File: config.mk
export PLATFORM = sky130hd
export DESIGN_NAME = hwdt_top
export DESIGN_NICKNAME = d
export VERILOG_FILES = /design/src/hwdt_pkg.sv /design/src/hwdt_pulse.sv /design/src/hwdt_top.sv
export SDC_FILE = /design/constraint.sdc
export NUM_CORES = 1
export LEC_CHECK = 0
export BUFFER_PORTS_ARGS = -buffer_cell sky130_fd_sc_hd__buf_2
export CORE_UTILIZATION = 45
export DETAILED_ROUTE_END_ITERATION = 6
export GPL_TIMING_DRIVEN = 0
export HOLD_SLACK_MARGIN = 0.12
export PLACE_DENSITY = 0.81
export SLEW_MARGIN = 20
export SYNTH_ARGS = -nofsm -noshare
export SYNTH_HDL_FRONTEND = slang
export SYNTH_HIERARCHICAL = 1
export SYNTH_SLANG_ARGS = --single-unit
File: constraint.sdc
create_clock -name pclk -period 4.69 [get_ports pclk]
set_clock_uncertainty 0.05 [all_clocks]
set_input_delay 0.2345 -clock pclk [delete_from_list [all_inputs] [get_ports pclk]]
set_output_delay 0.2345 -clock pclk [all_outputs]
set_load 0.02 [all_outputs]
File: src/hwdt_pkg.sv
// Shared constants for the hardware watchdog timer block
package hwdt_pkg;

	////////////////////////////////////////////////////////////////////////////////
	// Register indices (byte address is four times the index)
	localparam logic [7:0]  SVC_KEY_IDX   = 8'ha6;
	localparam logic [7:0]  TSEL_IDX      = 8'ha7;
	localparam int          ADDR_W        = 12;

	////////////////////////////////////////////////////////////////////////////////
	// Key bytes for enable and service
	localparam logic [7:0]  KEY_FIRST     = 8'h1e;
	localparam logic [7:0]  KEY_SECOND    = 8'he1;

	////////////////////////////////////////////////////////////////////////////////
	// Timeout select field
	localparam int          TSEL_W        = 3;
	localparam int          TSEL_LSB      = 0;
	localparam logic [2:0]  TSEL_RST      = 3'h0;

	////////////////////////////////////////////////////////////////////////////////
	// Counter widths
	localparam int          BASE_BITS     = 14;
	localparam int          PRESC_BITS    = 7;
	localparam int          CNT_W         = BASE_BITS + PRESC_BITS;

	////////////////////////////////////////////////////////////////////////////////
	// Timing: pclk is the peripheral clock, 10 ns period
	localparam int          PCLK_NS       = 10;
	localparam logic [3:0]  MC_CLKS       = 4'hc;
	localparam int          PULSE_PERIODS = 96;
	localparam int          PULSE_NS      = PULSE_PERIODS * PCLK_NS;
	localparam logic [6:0]  PULSE_CLKS    = 7'(PULSE_NS / PCLK_NS);

	////////////////////////////////////////////////////////////////////////////////
	// Key sequence states
	typedef enum logic {
		KEY_IDLE  = 1'b0,
		KEY_ARMED = 1'b1
	} hwdt_key_t;

endpackage

File: src/hwdt_pulse.sv
// Fixed-length reset pulse generator
`timescale 1ns/1ns
module hwdt_pulse (
	// Clock and reset
	input  wire logic pclk,
	input  wire logic presetn,
	// Trigger and pulse
	input  wire logic start,
	output logic      pulse_q
);

	logic [6:0] left_q;
	logic [6:0] left_d;
	logic       pulse_d;

	////////////////////////////////////////////////////////////////////////////////
	// Next state: load on start, count down while high
	assign pulse_d = start | (pulse_q & (left_q != 7'h00));
	assign left_d  = start ? 7'(hwdt_pkg::PULSE_CLKS - 7'h01) :
	                 (pulse_q && left_q != 7'h00) ? 7'(left_q - 7'h01) : 7'h00;

	// Pulse registers
	always_ff @(posedge pclk or negedge presetn) begin
		if (!presetn) begin
			pulse_q <= 1'b0;
			left_q  <= 7'h00;
		end else begin
			pulse_q <= pulse_d;
			left_q  <= left_d;
		end
	end

endmodule // hwdt_pulse

File: src/hwdt_top.sv
// Hardware watchdog timer with APB register access and reset-out pulse
//
// Functional notes
// Watchdog starts disabled after every reset
// Key pair 1E then E1 enables watchdog
// Enabled counter advances once per machine cycle
// Only reset or overflow disables it
// Key pair while enabled restarts count
// Counter overflow at all-ones resets device
// Reset pulse lasts 96 peripheral clocks
// Service register write-only, counter hidden
// Software services before the selected timeout
// Three-bit select extends timeout via prescaler
// Select field resets to zero, upper zero
// Counting held while wake interrupt low after power-down exit by interrupt
// Wrong write after first key discards
`timescale 1ns/1ns
module hwdt_top #(
	parameter int BASE_BITS = hwdt_pkg::BASE_BITS
) (
	// APB clock and reset
	input  wire logic        pclk,
	input  wire logic        presetn,
	// APB request
	input  wire logic        psel,
	input  wire logic        penable,
	input  wire logic        pwrite,
	input  wire logic [11:0] paddr,
	input  wire logic [31:0] pwdata,
	// APB answer
	output logic [31:0]      prdata_q,
	output logic             pready_q,
	output logic             pslverr_q,
	// Power and wake status
	input  wire logic        osc_running,
	input  wire logic        pd_exit_by_int,
	input  wire logic        wake_int_n,
	// Reset pin drive
	output logic             rst_out
);

	////////////////////////////////////////////////////////////////////////////////
	// Timeout mask: low BASE_BITS+sel bits set
	function automatic logic [hwdt_pkg::CNT_W-1:0] limit_mask(input logic [2:0] sel);
		logic [hwdt_pkg::CNT_W:0] one_hot;
		one_hot    = '0;
		one_hot    = (hwdt_pkg::CNT_W+1)'(1) << (BASE_BITS + int'(sel));
		limit_mask = (hwdt_pkg::CNT_W)'(one_hot - (hwdt_pkg::CNT_W+1)'(1));
	endfunction

	// Address compare against a register index
	function automatic logic addr_is(input logic [11:0] addr, input logic [7:0] idx);
		addr_is = (addr == {2'b00, idx, 2'b00});
	endfunction

	////////////////////////////////////////////////////////////////////////////////
	// State
	logic                          en_q;
	logic                          en_d;
	logic [hwdt_pkg::CNT_W-1:0]    cnt_q;
	logic [hwdt_pkg::CNT_W-1:0]    cnt_d;
	logic [3:0]                    mc_q;
	logic [3:0]                    mc_d;
	logic [2:0]                    tsel_q;
	logic [2:0]                    tsel_d;
	hwdt_pkg::hwdt_key_t           key_q;
	hwdt_pkg::hwdt_key_t           key_d;
	logic [31:0]                   prdata_d;
	logic                          pready_d;
	logic                          pslverr_d;

	////////////////////////////////////////////////////////////////////////////////
	// APB decode
	wire setup     = psel & ~penable;
	wire hit_svc   = addr_is(paddr, hwdt_pkg::SVC_KEY_IDX);
	wire hit_tsel  = addr_is(paddr, hwdt_pkg::TSEL_IDX);
	wire mapped    = hit_svc | hit_tsel;
	wire take      = psel & penable & pready_q;
	wire wr_take   = take & pwrite & mapped;
	wire wr_svc    = wr_take & hit_svc;
	wire wr_tsel   = wr_take & hit_tsel;
	wire [7:0] wbyte = pwdata[7:0];

	// Answer prepared in setup, shown in the single access cycle
	assign pready_d  = setup;
	assign pslverr_d = setup & ~mapped;
	assign prdata_d  = (setup && !pwrite && hit_tsel) ? {29'h0, tsel_q} : 32'h0;

	////////////////////////////////////////////////////////////////////////////////
	// Key sequence tracking
	wire key1_wr = wr_svc & (wbyte == hwdt_pkg::KEY_FIRST);
	wire key2_wr = wr_svc & (wbyte == hwdt_pkg::KEY_SECOND);
	wire svc_ok  = key2_wr & (key_q == hwdt_pkg::KEY_ARMED);

	always_comb begin
		key_d = key_q;
		case (key_q)
			hwdt_pkg::KEY_IDLE: begin
				if (key1_wr)
					key_d = hwdt_pkg::KEY_ARMED;
			end
			hwdt_pkg::KEY_ARMED: begin
				if (key1_wr)
					key_d = hwdt_pkg::KEY_ARMED;
				else if (wr_take)
					key_d = hwdt_pkg::KEY_IDLE;
			end
			default: key_d = hwdt_pkg::KEY_IDLE;
		endcase
	end

	////////////////////////////////////////////////////////////////////////////////
	// Counter control
	wire                       mc_tick = osc_running & (mc_q == 4'(hwdt_pkg::MC_CLKS - 4'h1));
	wire                       hold    = pd_exit_by_int & ~wake_int_n;
	wire [hwdt_pkg::CNT_W-1:0] mask    = limit_mask(tsel_q);
	wire                       ovf     = en_q & (cnt_q >= mask);

	assign mc_d   = !osc_running ? mc_q : mc_tick ? 4'h0 : 4'(mc_q + 4'h1);
	assign en_d   = ovf ? 1'b0 : (en_q | svc_ok);
	assign cnt_d  = (svc_ok || ovf || !en_q) ? '0 :
	                (mc_tick && !hold) ? (hwdt_pkg::CNT_W)'(cnt_q + 1'b1) : cnt_q;
	assign tsel_d = wr_tsel ? wbyte[hwdt_pkg::TSEL_LSB +: hwdt_pkg::TSEL_W] : tsel_q;

	////////////////////////////////////////////////////////////////////////////////
	// Registers
	always_ff @(posedge pclk or negedge presetn) begin
		if (!presetn) begin
			en_q   <= 1'b0;
			cnt_q  <= '0;
			mc_q   <= 4'h0;
			tsel_q <= hwdt_pkg::TSEL_RST;
			key_q  <= hwdt_pkg::KEY_IDLE;
		end else begin
			en_q   <= en_d;
			cnt_q  <= cnt_d;
			mc_q   <= mc_d;
			tsel_q <= tsel_d;
			key_q  <= key_d;
		end
	end

	// APB answer registers
	always_ff @(posedge pclk or negedge presetn) begin
		if (!presetn) begin
			prdata_q  <= 32'h0;
			pready_q  <= 1'b0;
			pslverr_q <= 1'b0;
		end else begin
			prdata_q  <= prdata_d;
			pready_q  <= pready_d;
			pslverr_q <= pslverr_d;
		end
	end

	////////////////////////////////////////////////////////////////////////////////
	// Reset-out pulse
	hwdt_pulse u_pulse (
		.pclk    (pclk),
		.presetn (presetn),
		.start   (ovf),
		.pulse_q (rst_out)
	);

	////////////////////////////////////////////////////////////////////////////////
	// Helper: length of current reset pulse
	logic [7:0] hi_len_q;
	always_ff @(posedge pclk or negedge presetn) begin
		if (!presetn)
			hi_len_q <= 8'h00;
		else
			hi_len_q <= rst_out ? 8'(hi_len_q + 8'h01) : 8'h00;
	end

	////////////////////////////////////////////////////////////////////////////////
	// Assertions: bus answer, register field, key sequence, counter and reset pulse internals
	// Answer follows every setup
	a_ready_after_setup: assert property (@(posedge pclk) disable iff (!presetn)
		setup |=> pready_q)
		else $error("no ready after setup");

	// Ready stands one cycle only
	a_ready_one_cycle: assert property (@(posedge pclk) disable iff (!presetn)
		pready_q |=> !pready_q)
		else $error("ready held too long");

	// Ready never without a setup before it
	a_ready_from_setup: assert property (@(posedge pclk) disable iff (!presetn)
		pready_q |-> $past(setup))
		else $error("ready without setup");

	// Unmapped address gives an error answer
	a_err_unmapped: assert property (@(posedge pclk) disable iff (!presetn)
		setup && !mapped |=> pslverr_q)
		else $error("unmapped access without error");

	// Mapped address gives a clean answer
	a_err_mapped: assert property (@(posedge pclk) disable iff (!presetn)
		setup && mapped |=> !pslverr_q)
		else $error("mapped access with error");

	// Read bus shows nothing outside an answer
	a_read_idle_zero: assert property (@(posedge pclk) disable iff (!presetn)
		!pready_q |-> prdata_q == 32'h0)
		else $error("read data outside answer");

	// Select write lands in the field
	a_tsel_write: assert property (@(posedge pclk) disable iff (!presetn)
		wr_tsel |=> tsel_q == $past(wbyte[hwdt_pkg::TSEL_LSB +: hwdt_pkg::TSEL_W]))
		else $error("timeout select write lost");

	// Select field moves only on its write
	a_tsel_keep: assert property (@(posedge pclk) disable iff (!presetn)
		!wr_tsel |=> $stable(tsel_q))
		else $error("timeout select changed without write");

	// First key byte arms the sequence
	a_key_arms: assert property (@(posedge pclk) disable iff (!presetn)
		key1_wr |=> key_q == hwdt_pkg::KEY_ARMED)
		else $error("first key byte not taken");

	// Disabled watchdog keeps its count at zero
	a_off_count_zero: assert property (@(posedge pclk) disable iff (!presetn)
		!en_q |-> cnt_q == '0)
		else $error("count moved while disabled");

	// Overflow clears the count
	a_ovf_clears: assert property (@(posedge pclk) disable iff (!presetn)
		ovf |=> cnt_q == '0)
		else $error("count not cleared on overflow");

	// Stopped oscillator freezes the count
	a_osc_stop: assert property (@(posedge pclk) disable iff (!presetn)
		en_q && !osc_running && !svc_ok && !ovf |=> $stable(cnt_q))
		else $error("count moved with oscillator stopped");

	// Stopped oscillator freezes the machine cycle divider
	a_mc_frozen: assert property (@(posedge pclk) disable iff (!presetn)
		!osc_running |=> $stable(mc_q))
		else $error("machine cycle moved with oscillator stopped");

	// Divider stays inside one machine cycle
	a_mc_range: assert property (@(posedge pclk) disable iff (!presetn)
		mc_q < hwdt_pkg::MC_CLKS)
		else $error("machine cycle divider out of range");

	// Pulse never outlasts its length
	a_pulse_in_len: assert property (@(posedge pclk) disable iff (!presetn)
		rst_out |-> hi_len_q < 8'(hwdt_pkg::PULSE_PERIODS))
		else $error("reset pulse too long");

	// Pulse starts only from an overflow
	a_pulse_needs_ovf: assert property (@(posedge pclk) disable iff (!presetn)
		!ovf && !rst_out |=> !rst_out)
		else $error("reset pulse without overflow");

	////////////////////////////////////////////////////////////////////////////////
	// Assertions: watchdog rules
	a_off_stays_off: assert property (@(posedge pclk) disable iff (!presetn)
		!en_q && !svc_ok |=> !en_q)
		else $error("watchdog enabled without key pair");

	a_key_enables: assert property (@(posedge pclk) disable iff (!presetn)
		!en_q && svc_ok |=> en_q && cnt_q == '0)
		else $error("key pair did not enable watchdog");

	a_count_step: assert property (@(posedge pclk) disable iff (!presetn)
		en_q && mc_tick && !hold && !ovf && !svc_ok |=> cnt_q == $past(cnt_q) + 1'b1)
		else $error("counter did not advance on machine cycle");

	a_no_sw_off: assert property (@(posedge pclk) disable iff (!presetn)
		en_q && !ovf |=> en_q)
		else $error("watchdog disabled without overflow");

	a_service_clear: assert property (@(posedge pclk) disable iff (!presetn)
		en_q && svc_ok |=> en_q && cnt_q == '0)
		else $error("service did not restart count");

	a_ovf_reset: assert property (@(posedge pclk) disable iff (!presetn)
		ovf |=> rst_out && !en_q)
		else $error("overflow gave no reset pulse");

	a_pulse_len: assert property (@(posedge pclk) disable iff (!presetn)
		$fell(rst_out) |-> hi_len_q == 8'(hwdt_pkg::PULSE_PERIODS))
		else $error("reset pulse length wrong");

	a_svc_reads_zero: assert property (@(posedge pclk) disable iff (!presetn)
		psel && penable && !pwrite && hit_svc |-> prdata_q == 32'h0)
		else $error("service register read not zero");

	a_tsel_read: assert property (@(posedge pclk) disable iff (!presetn)
		psel && penable && !pwrite && hit_tsel |-> prdata_q == {29'h0, tsel_q})
		else $error("timeout select readback wrong");

	a_wake_hold: assert property (@(posedge pclk) disable iff (!presetn)
		en_q && hold && !svc_ok && !ovf |=> $stable(cnt_q))
		else $error("counter moved while wake pin low");

	a_seq_discard: assert property (@(posedge pclk) disable iff (!presetn)
		key_q == hwdt_pkg::KEY_ARMED && wr_take && !key1_wr && !key2_wr |=> key_q == hwdt_pkg::KEY_IDLE)
		else $error("partial key sequence not discarded");

	// Cover points for the main scenarios
	c_enable:   cover property (@(posedge pclk) disable iff (!presetn) !en_q ##1 en_q);
	c_service:  cover property (@(posedge pclk) disable iff (!presetn) en_q && svc_ok);
	c_overflow: cover property (@(posedge pclk) disable iff (!presetn) ovf ##1 rst_out);
	c_pulse_end: cover property (@(posedge pclk) disable iff (!presetn) $fell(rst_out));

endmodule // hwdt_top

After elaboration in Yosys (flattened, before gate mapping)
Index checks and enable logic that the tools add are counted.

word-level totals
  bits in registers = 43
  input bits = 52
  logic and storage cells = 66

operators by class
  muxes and demuxes = 11
  add/sub/neg operators = 5
  magnitude comparators = 1
  equality and inequality tests = 5
  bitwise gates (word level) = 22
  shift operators = 1
  reductions and logical operators = 11

operators by type and width
  kind                                                 count
  two-way mux 21 bit                                   2
  == test 12 x 10 -> 1 bit (second input constant)     2
  adder 21 x 1 -> 21 bit (second input constant)       1
  greater-or-equal comparator 21 bit                   1
  << shifter 1 x 5 -> 21 bit (first input constant)    1
  subtractor 21 x 1 -> 21 bit (second input constant)  1
  bitwise AND 1 bit                                    15
  two-way mux 7 bit                                    2
  == test 8 x 5 -> 1 bit (second input constant)       1
  == test 8 bit (second input constant)                1
  nonzero test 7 bit                                   1
  subtractor 7 x 1 -> 7 bit (second input constant)    1
  adder 4 x 3 -> 5 bit (first input constant)          1
  adder 4 x 1 -> 4 bit (second input constant)         1
  == test 4 bit (second input constant)                1
  logical AND 1 bit                                    4
  two-way mux 1 bit                                    4
  two-way mux 4 bit                                    1
  inverter 1 bit                                       4
  logical NOT 1 bit                                    3
  two-way mux 3 bit                                    1
  OR 1 bit                                             3
  logical OR 1 bit                                     2
  case mux 1 bit (2 select lines)                      1
  nonzero test 2 bit                                   1

Longest topological paths before layout
Gate-level depths: netlist of the first run.

  depth after elaboration = 10
  depth in mapped cells = 14
  mapped depth without buffers = 14

Hierarchy
The synthesis of the first run kept the hierarchy.

by module, submodules not included
  module      instances  area an instance (µm²)  cells an instance  seq. area each (µm²)
  hwdt_top    1          2533.7                  266                875.8
  hwdt_pulse  1          399.1                   36                 200.2

Worst setup path after synthesis of the first run
Ideal clock, no wire load.

  path type = register to register
  start = register tsel_q[1]
  end = register u_pulse.left_q[6]
  path slack = 1.461 ns
  data required time = 4.514 ns
  period minus slack after synthesis = 3.229 ns
  buffers on the path = 0
  cell stages (with the launch flop) = 14
  arrival time = 3.053 ns
  path through = dfrtp_1 -> inv_1 -> ha_1 -> inv_1 -> or3_1 -> xnor2_1 -> ha_1 -> a21oi_1 -> o21ai_0 -> a221oi_1 -> o211ai_1 -> o21a_1 -> o21bai_1 -> a311o_1

between the ends
  cells in the longest elaborated chain, start to end = 6

ends and longest elaborated chain
  item                                RTL line          text
  start: declaration                  hwdt_top.sv:64    logic [2:0] tsel_q;
  start signal: assignment            hwdt_top.sv:132   tsel_q <= hwdt_pkg::TSEL_RST;
  start signal: assignment            hwdt_top.sv:138   tsel_q <= tsel_d;
  adder 4 x 3 -> 5 bit                hwdt_top.sv:47    one_hot = (hwdt_pkg::CNT_W+1)'(1) << (BASE_BITS + int'(sel));
  << shifter 1 x 5 -> 21 bit          hwdt_top.sv:47
  subtractor 21 x 1 -> 21 bit         hwdt_top.sv:48    limit_mask = (hwdt_pkg::CNT_W)'(one_hot - (hwdt_pkg::CNT_W+1)'(1));
  greater-or-equal comparator 21 bit  hwdt_top.sv:117   wire ovf = en_q & (cnt_q >= mask);
  bitwise AND 1 bit                   hwdt_top.sv:117
  named net ovf                       hwdt_top.sv:117
  two-way mux 7 bit                   hwdt_pulse.sv:19  assign left_d = start ? 7'(hwdt_pkg::PULSE_CLKS - 7'h01) :
  named net u_pulse.left_d[6]         hwdt_pulse.sv:13  logic [6:0] left_d;
  end signal: assignment              hwdt_pulse.sv:29  left_q <= left_d;
  end: declaration                    hwdt_pulse.sv:12  logic [6:0] left_q;

The timed path passes the listed nets, and every way through them passes these cells.
A chain may end at the register's enable or synchronous reset.

Worst setup path in the final report of the first run
Same ends and word-level chain as after synthesis.

==> results.txt, run 1 <==
Worst hold endpoint = tsel_q[1]
Power density cells = 218 nW/um2
Largest area contributor in the netlist = dfrtp_1
Seq/Total Area, Yosys = 36.7%
Largest net degree at the start of global routing = 44
Drt total wl = 5530 um
First-pass GRT wire length = 8880 um
Peak supply drop = 0.000131 V
Initial core utilization = 46.5%
Tcrit/Tclk final = 79.1%
RSZ-0062 raised after global routing = no
Worst-path maximum fanout = 9
Final cell count without fillers = 452
Die height = 82.7 um
Critical path's top delay family = compound AO/OA/AOI/OAI gates
Async set-or-reset flop fraction in the synthesized netlist = 100%
Vias per cell = 5.14
Failing checks = DRC
Synthesized cell area = 2930 um2
Multi-input logic area = 1670 um2
Nets = 450
Tot GR Track Use = 17.3%
Root Driver = clkbuf_8
CP Buf/Inv Count = 2
Layout overhead on the synthesized area = 16.3%
Area after detailed placement = 3310 um2
Vias = 2322
#FFs+latches synth = 43
Slew Limit Fails = 0
Flop pwr share = 54.3%
Synth Instances = 302
Core footprint = 6310 um2
Mean Syn Cell Area = 9.71 um2
RR Startpoint = tsel_q[1]
Psw = 0.000200 W
Clock share of power = 31.2%
CTS max path bufs = 2
Htree depth = 2
FMAX = 270 MHz
DR DRC count = 1
Total gr overflow = 0
Final hold vios = 0
Placed cells = 442
CTS clk-pin slew, worst paths = 80 ps
Pleak = 1.57 nW
Routed wire per std cell = 12.2 um
Synth area leaders = dfrtp_1 (37%), ha_1 (10%), buf_4 (7.4%)
Num CTS Buffers = 5
Final Power = 0.000743 W
CP peak stage delay = 500 ps
Worst path cell trace = inv_1, ha_1, inv_1, or3_1, xnor2_1, ha_1, a21oi_1, o21ai_0, a221oi_1, o211ai_1, o21a_1, o21bai_1, a311o_1
Site Rows = 29
Crit path DAT = 3840 ps
Synth Flop Type = dfrtp_1
Setup-failing EPs final = 0
Setup Total Neg Slack = 0 ps
Top-count cell post-synth = dfrtp_1
Diode count = 0
Final Cell Area = 3410 um2
CP Launch Type = register
DR iter-0 viols = 154
WS Path Type = register to register
Tmin final = 3710 ps
Max_cap viols = 0
Worst-margin pin slew = 933 ps
CP Data Required Time = 4820 ps
First-pass detailed-route iteration total = 6
Distinct cell type count after synthesis = 51
Resized Gates After CTS = 0
R2R setup slack = 980 ps
Fill cell count = 571
Gate power share = 14.5%
Util after Layout = 54.0%
Worst-Skew Late Latency = 300 ps
Initial antenna violation count = 0
Hold Crit Class = primary input to register
Die ar. = 6840 um2
Top post-synthesis cells by count = dfrtp_1 (43), nor3_1 (30), buf_4 (29)
Sw Ratio = 26.9%
DP HPWL = 4230 um
Cell internal pwr = 0.000543 W
Port Buffers = 32
Remaining antenna violation count = 0
CTS tree = yes
Synth warn = 6
Status = finished with violations
Ratio of cells with drive above 1 in the final layout = 22.9%
Die Span X = 82.7 um
Register area = 1080 um2
Post-synth EDFFs = 0
R2R depth = 13
Critical path endpoint category = register
Slew Limit Headroom = 37.8%
R2r endpoint = u_pulse/left_q[6]
Top cell type's share of synthesized area = 36.7%
Hold Startpoint = pwdata[1]
Number of I/O pins = 87
Clk sink count = 43
Placer Congestion = 0.819
Vias in the first global route = 2061
Slowest-stage cell, CP = dfrtp_1
Hold-critical path depth = 2
[how the worst max path moves through the flow]
| stage | from | end | cells after the start |
|---|---|---|---|
| CTS | tsel_q[1] | u_pulse/left_q[6] | 13 |
| finish | tsel_q[1] | u_pulse/left_q[6] | 13 |
| floorplan | tsel_q[1] | u_pulse/left_q[6] | 13 |
| global route | tsel_q[1] | u_pulse/left_q[6] | 13 |
| global placement | tsel_q[1] | u_pulse/left_q[6] | 13 |
| detailed placement | tsel_q[1] | u_pulse/left_q[6] | 13 |
[cells by family (layout without fill, tap and decap cells)]
family	count (synthesis)	after routing	share of synthesized area, %
AND/OR/NAND/NOR	120	120	24.0
multiplexers	7	7	3.03
AO/OA/AOI/OAI	34	34	7.76
buffers and inverters	47	89	10.4
other	1	32	0.128
adder cells (fa/ha/maj)	24	24	10.2
XOR/XNOR	26	26	7.76
flip-flops	43	43	36.7
[through the flow]
stage          worst slack [ps]  hold WS, ps
4_1_cts                     959          129
5_1_grt                     723          142
2_1_floorplan              1460         -111
3_3_place_gp               1010          365
3_5_place_dp                968          380
6_report                    982          133
[area by class of cell]
| cell class | instances | share of cell area, % |
|---|---|---|
| inverter | 11 | 1.21 |
| clock inverter | 2 | 0.367 |
| multi-input combinational | 243 | 48.9 |
| tap | 77 | 2.82 |
| timing repair buffer | 34 | 5.28 |
| buffer | 36 | 7.70 |
| clock buffer | 6 | 2.13 |
| sequential | 43 | 31.5 |
[per-layer routing]
layer  routed length (um)  up-vias  part of all wire, %  GRT usage (%)
met5                    0        -                    0              0
met3                  255       12                  4.6           2.97
met1                 2280     1075                   41           20.8
met4                  119        0                  2.2           6.90
li1                     -     1169                    -              -
met2                 2880       66                   52           30.4
[registers in the layout, indices dropped and copies added (netlist names)]
| signal | count |
|---|---|
| pready_q | 1 |
| u_pulse/pulse_q | 1 |
| en_q | 1 |
| mc_q | 4 |
| u_pulse/left_q | 7 |
| pslverr_q | 1 |
| cnt_q | 21 |
| key_q | 1 |
| prdata_q | 3 |
| tsel_q | 3 |
[what timing repair did]
item	in CTS	in global routing
hold buffers	2	0
setup buffers	0	0
hold endpoints to repair	44	0
[power groups by stage]
stage                     clock, W  sequential [W]  combinational [W]
after floorplan                  0        0.000409          0.0000802
after global placement           0        0.000410           0.000104
after detailed placement         0        0.000410           0.000107
after CTS                 0.000239        0.000403           0.000108
after global routing      0.000253        0.000408           0.000124
final                     0.000232        0.000403           0.000107
[cell usage in the layout (no fill, tap or decap), types with 3 or more instances in the layout]
master and count:
buf_4 29, nor2_1 8, clkbuf_1 3, conb_1 32, o21bai_1 6, mux2_2 3, nand3_1 9, xor2_1 3
nand2_1 21, clkbuf_8 5, nand2b_1 7, o21ai_0 5, dfrtp_1 43, nor4_1 9, ha_1 24, a21oi_1 9
nand4_1 8, mux2_4 3, and2_1 3, nor3_1 30, and4_1 3, xnor2_1 23, buf_2 35, inv_1 11
Note: power is estimated with default switching activity, not from simulation.
==> run 2: changes to the inputs <==
==> constraint.sdc (replaced) <==
create_clock -name pclk -period 3.8 [get_ports pclk]
set_clock_uncertainty 0.05 [all_clocks]
set_input_delay 0.19 -clock pclk [delete_from_list [all_inputs] [get_ports pclk]]
set_output_delay 0.19 -clock pclk [all_outputs]
set_load 0.02 [all_outputs]
==> results.txt, run 2 (synthesis gave the netlist of run 1 again) <==
Vias = 2349 (was 2322)
Layout overhead on the synthesized area = 18.2% (was 16.3%)
Tmin final = 3520 ps (was 3710 ps)
FMAX = 284 MHz (was 270 MHz)
Critical path's top delay family = compound AO/OA/AOI/OAI gates (unchanged)
CP endpoint = u_pulse/left_q[6] (unchanged)
CTS tree = yes (unchanged)
Die ar. = 6840 um2 (unchanged)
CP Data Required Time = 3930 ps (was 4820 ps)
DP HPWL = 4230 um (unchanged)
Nets = 456 (was 450)
Placer Congestion = 0.819 (unchanged)
Die Span X = 82.7 um (unchanged)
Ratio of cells with drive above 1 in the final layout = 23.4% (was 22.9%)
Vias per cell = 5.13 (was 5.14)
Core footprint = 6310 um2 (unchanged)
Max_cap viols = 0 (unchanged)
CP Launch Type = register (unchanged)
RR Startpoint = tsel_q[1] (unchanged)
Power density cells = 266 nW/um2 (was 218 nW/um2)
Final hold vios = 0 (unchanged)
Commonest non-fill, non-tap cell in the layout = dfrtp_1 (unchanged)
CP Buf/Inv Count = 2 (unchanged)
Pleak = 1.60 nW (was 1.57 nW)
Num CTS Buffers = 5 (unchanged)
Initial antenna violation count = 0 (unchanged)
Number of I/O pins = 87 (unchanged)
CTS max path bufs = 2 (unchanged)
Dpl ws = 78.5 ps (was 968 ps)
DR iter-0 viols = 179 (was 154)
Slew Limit Headroom = 38.3% (was 37.8%)
Number of flip-flops in the largest register = 21 (unchanged)
Drt total wl = 5670 um (was 5530 um)
Diode count = 0 (unchanged)
Remaining antenna violation count = 0 (unchanged)
Critical path endpoint category = register (unchanged)
Total gr overflow = 0 (unchanged)
Status = finished with violations (unchanged)
Crit path DAT = 3660 ps (was 3840 ps)
Worst-path maximum fanout = 9 (unchanged)
Commonest cells after routing, fill and taps aside = dfrtp_1 (42), buf_2 (35), conb_1 (32), buf_4 (31), nor3_1 (30) (was dfrtp_1 (43), buf_2 (35), conb_1 (32), nor3_1 (30), buf_4 (29))
Tcrit/Tclk final = 92.7% (was 79.1%)
Setup crit start = tsel_q[1] (unchanged)
Largest regs = cnt_q x21, u_pulse/left_q x7, mc_q x4 (unchanged)
Final Power = 0.000922 W (was 0.000743 W)
Slowest-stage cell, CP = dfrtp_2 (was dfrtp_1)
Site Rows = 29 (unchanged)
DR DRC count = 1 (unchanged)
First-pass GRT wire length = 9000 um (was 8880 um)
Slew Limit Fails = 0 (unchanged)
Tot GR Track Use = 17.5% (was 17.3%)
Clk sink count = 43 (unchanged)
R2r endpoint = u_pulse/left_q[6] (unchanged)
R2R depth = 13 (unchanged)
Htree depth = 2 (unchanged)
Setup-failing EPs final = 0 (unchanged)
Hold Crit Class = primary input to register (unchanged)
Largest net degree at the start of global routing = 44 (unchanged)
Port Buffers = 32 (unchanged)
First-pass detailed-route iteration total = 6 (unchanged)
R2R setup slack = 280 ps (was 980 ps)
Routed wire per std cell = 12.4 um (was 12.2 um)
Worst-margin pin slew = 925 ps (was 933 ps)
Vias in the first global route = 2083 (was 2061)
Root Driver = clkbuf_8 (unchanged)
WS Path Type = register to register (unchanged)
Die height = 82.7 um (unchanged)
CP peak stage delay = 450 ps (was 500 ps)
Peak supply drop = 0.000162 V (was 0.000131 V)
Most flop-heavy register = cnt_q (unchanged)
Worst-Skew Late Latency = 300 ps (about the same)
CTS clk-pin slew, worst paths = 80 ps (about the same)
Initial core utilization = 46.5% (unchanged)
Worst path cell trace = inv_1, ha_1, inv_1, or3_1, xnor2_1, ha_1, a21oi_1, o21ai_0, a221oi_1, o211ai_1, o21a_1, o21bai_1, a311o_1 (unchanged)
Failing checks = DRC (unchanged)
PnR worst setup slack = 276 ps (was 982 ps)
CP Depth = 13 (unchanged)
==> run 2: cell types whose count changed in the layout (fill, tap and decap cells not counted), sizes merged <==
| cell | previous run | this run |
|---|---|---|
| buf | 66 | 68 |
| dlygate4sd3 | 2 | 6 |
==> run 2: where the power goes <==
part / internal (W) / switching [W] / total [W]
Sequential: 0.000478 / 0.0000205 / 0.000498
Clock: 0.000129 / 0.000159 / 0.000288
Combinational: 0.0000672 / 0.0000687 / 0.000136
Total: 0.000673 / 0.000248 / 0.000922
==> run 2: cell type report <==
class,instances,area [um2]
repair buffers,40,235
clock inverters,2,12.5
inverters,11,41.3
fillers,557,2850
plain buffers,36,263
flip-flops and latches,43,1080
multi-input cells,243,1670
clock buffers,6,72.6
well taps,77,96.3
==> run 2: worst min path at each step <==
stage	from	end	depth (start not counted)
finish	pwdata[4]	en_q	4
global route	pwdata[4]	en_q	4
CTS	pwdata[4]	en_q	4
detailed placement	presetn	prdata_q[2]	1
global placement	penable	pready_q	2
floorplan	presetn	cnt_q[0]	0
==> run 2: metal layers <==
metal | share of wire [%] | track usage, %
met2 | 52 | 30.7
met3 | 4.7 | 2.97
met5 | 0 | 0
met1 | 42 | 21.2
met4 | 2.1 | 6.90
==> run 2: timing repair <==
| action | 4_1_cts | 5_1_grt |
|---|---|---|
| setup buffers | 0 | 2 |
| hold endpoints to repair | 47 | 0 |
| hold buffers | 6 | 0 |
| endpoints found under the setup margin | 0 | 1 |
| gates resized for setup | 0 | 1 |
==> run 2: metrics by stage <==
stage / setup TNS [ps] / std cells / util (%) / hold WS [ps] / area, um2
finish: 0 / 458 / 54.9 / 171 / 3470
global route: -1.03 / 458 / 54.9 / 182 / 3470
CTS: 0 / 456 / 54.7 / 175 / 3450
detailed placement: 0 / 442 / 52.4 / 336 / 3310
global placement: 0 / 442 / 52.4 / 321 / 3310
floorplan: 0 / 333 / - / -156 / 3050
==> run 2: worst min-delay path, cell delays in order <==
cell and delay [ps]:
buf_2 90, nor4_1 60, nand3_1 70, o31ai_1 70
==> run 3: changes to the inputs <==
--- a/config.mk
+++ b/config.mk
@@ -5,7 +5,7 @@
 export SDC_FILE = /design/constraint.sdc
 export NUM_CORES = 1
 export LEC_CHECK = 0
-export BUFFER_PORTS_ARGS = -buffer_cell sky130_fd_sc_hd__buf_2
+export BUFFER_PORTS_ARGS = -buffer_cell sky130_fd_sc_hd__buf_4
 export CORE_UTILIZATION = 45
 export DETAILED_ROUTE_END_ITERATION = 6
 export GPL_TIMING_DRIVEN = 0
==> constraint.sdc (replaced) <==
create_clock -name pclk -period 3.76 [get_ports pclk]
set_clock_uncertainty 0.05 [all_clocks]
set_input_delay 0.188 -clock pclk [delete_from_list [all_inputs] [get_ports pclk]]
set_output_delay 0.188 -clock pclk [all_outputs]
set_load 0.02 [all_outputs]
==> results.txt, run 3 (synthesis gave the netlist of run 1 again) <==
Placer Congestion = 0.822 (was 0.819)
Ratio of cells with drive above 1 in the final layout = 23.7% (was 23.4%)
Power density cells = 284 nW/um2 (was 266 nW/um2)
Critical path's top delay family = compound AO/OA/AOI/OAI gates (unchanged)
DR DRC count = 1 (unchanged)
Setup-failing EPs final = 0 (unchanged)
Nets = 454 (was 456)
First-pass GRT wire length = 9360 um (was 9000 um)
Final Cell Area = 3560 um2 (was 3470 um2)
Number of I/O pins = 87 (unchanged)
FMAX = 285 MHz (was 284 MHz)
Status = finished with violations (unchanged)
Root Driver = clkbuf_8 (unchanged)
CTS clk-pin slew, worst paths = 80 ps (about the same)
Worst-path maximum fanout = 9 (unchanged)
Drt total wl = 5800 um (was 5670 um)
Worst-margin pin slew = 533 ps (was 925 ps)
CP peak stage delay = 450 ps (about the same)
Worst path cell trace = inv_1, ha_1, inv_1, or3_1, xnor2_1, ha_1, a21oi_1, o21ai_0, a221oi_2, o211ai_1, o21a_1, o21bai_1, a311o_1 (was inv_1, ha_1, inv_1, or3_1, xnor2_1, ha_1, a21oi_1, o21ai_0, a221oi_1, o211ai_1, o21a_1, o21bai_1, a311o_1)
Commonest non-fill, non-tap cell in the layout = buf_4 (was dfrtp_1)
Failing checks = DRC (unchanged)
Largest regs = cnt_q x21, u_pulse/left_q x7, mc_q x4 (unchanged)
First-pass detailed-route iteration total = 6 (unchanged)
Diode count = 0 (unchanged)
RSZ-0062 raised after global routing = no
Util after Layout = 56.4% (was 54.9%)
Vias in the first global route = 2074 (was 2083)
CP Launch Type = register (unchanged)
RR Startpoint = tsel_q[1] (unchanged)
Die Span X = 82.7 um (unchanged)
PnR worst setup slack = 247 ps (was 276 ps)
Tot GR Track Use = 18.3% (was 17.5%)
Vias per cell = 5.16 (was 5.13)
Routed wire per std cell = 12.7 um (was 12.4 um)
Number of flip-flops in the largest register = 21 (unchanged)
Crit path DAT = 3650 ps (was 3660 ps)
R2r endpoint = u_pulse/left_q[6] (unchanged)
Hold Crit Class = primary input to register (unchanged)
Peak supply drop = 0.000214 V (was 0.000162 V)
Site Rows = 29 (unchanged)
Port Buffers = 32 (unchanged)
Hold Startpoint = psel (was pwdata[4])
Die height = 82.7 um (unchanged)
Tmin final = 3510 ps (was 3520 ps)
GRT Max-Usage Layer = met2 (unchanged)
Critical path endpoint category = register (unchanged)
CP Depth = 13 (unchanged)
Clk sink count = 43 (unchanged)
Commonest cells after routing, fill and taps aside = buf_4 (62), dfrtp_1 (42), conb_1 (32), nor3_1 (30), ha_1 (24) (was dfrtp_1 (42), buf_2 (35), conb_1 (32), buf_4 (31), nor3_1 (30))
Slew Limit Headroom = 64.5% (was 38.3%)
Pleak = 1.63 nW (was 1.60 nW)
Htree depth = 2 (unchanged)
CTS tree = yes (unchanged)
Max_cap viols = 0 (unchanged)
CP Data Required Time = 3900 ps (was 3930 ps)
Dpl ws = -30.4 ps (was 78.5 ps)
R2R setup slack = 250 ps (was 280 ps)
Routing usage on met2 = 30.0% (was 30.7%)
Tcrit/Tclk final = 93.4% (was 92.7%)
Num CTS Buffers = 5 (unchanged)
Final Power = 0.00101 W (was 0.000922 W)
GR Util met3 = 2.97% (unchanged)
Core footprint = 6310 um2 (unchanged)
Worst-Skew Late Latency = 300 ps (about the same)
Initial core utilization = 46.5% (unchanged)
Remaining antenna violation count = 0 (unchanged)
R2R depth = 13 (unchanged)
DR iter-0 viols = 153 (was 179)
CP Buf/Inv Count = 2 (unchanged)
Met1 GRT Util = 23.8% (was 21.2%)
Slowest-stage cell, CP = dfrtp_2 (unchanged)
Final hold vios = 0 (unchanged)
Layout overhead on the synthesized area = 21.5% (was 18.2%)
Initial antenna violation count = 0 (unchanged)
Hold-critical path depth = 2 (was 4)
Most flop-heavy register = cnt_q (unchanged)
WS Path Type = register to register (unchanged)
Area after detailed placement = 3390 um2 (was 3310 um2)
CTS max path bufs = 2 (unchanged)
Largest net degree at the start of global routing = 44 (unchanged)
Slew Limit Fails = 0 (unchanged)
Vias = 2352 (was 2349)
Die ar. = 6840 um2 (unchanged)
DP HPWL = 4280 um (was 4230 um)
Worst hold endpoint = pready_q (was en_q)
Total gr overflow = 0 (unchanged)
==> run 3: layer usage <==
metal	vias up	wire, um
met3	10	270
met1	1103	2470
met2	62	2940
met4	0	125
li1	1177	-
met5	-	0
==> run 3: cell type report <==
cell class | count | area (um2)
Timing Repair Buffer | 38 | 298
Clock buffer | 5 | 68.8
Buffer | 36 | 263
Multi-Input combinational cell | 243 | 1680
Fill cell | 563 | 2750
Clock inverter | 3 | 43.8
Inverter | 11 | 41.3
Tap cell | 77 | 96.3
Sequential cell | 43 | 1080
==> run 3: power by group <==
part / switching, W / internal, W
combinational: 0.0000731 / 0.0000764
sequential: 0.0000220 / 0.000483
clock: 0.000161 / 0.000198
total: 0.000256 / 0.000757
==> run 3: worst max path at each step <==
stage               startpoint           endpoint
global placement     tsel_q[1]  u_pulse/left_q[6]
finish               tsel_q[1]  u_pulse/left_q[6]
floorplan            tsel_q[1]  u_pulse/left_q[6]
CTS                  tsel_q[1]  u_pulse/left_q[6]
detailed placement   tsel_q[1]  u_pulse/left_q[6]
global route         tsel_q[1]  u_pulse/left_q[6]
==> run 3: worst register-to-register path: stages (launching register included) <==
cell      delay [ps]
dfrtp_2          450
inv_1            140
ha_1             340
inv_1             90
or3_1            390
xnor2_1          130
ha_1             310
a21oi_1          130
o21ai_0          120
a221oi_2         320
o211ai_1         190
o21a_1           300
o21bai_1         190
a311o_1          270
==> run 3: through the flow <==
stage / setup TNS [ps] / cells / hold WS, ps
floorplan: 0 / 333 / -158
global placement: 0 / 442 / 155
detailed placement: -30.4 / 442 / 158
CTS: 0 / 456 / 121
global route: 0 / 456 / 128
finish: 0 / 456 / 129
==> run 3: timing repair <==
item,4_1_cts,5_1_grt
setup endpoints to repair,1,3
gates cloned,0,0
pin swaps,1,0
hold buffers,5,0
buffers inserted,1,0
hold endpoints to repair,47,0
resized for setup,0,2
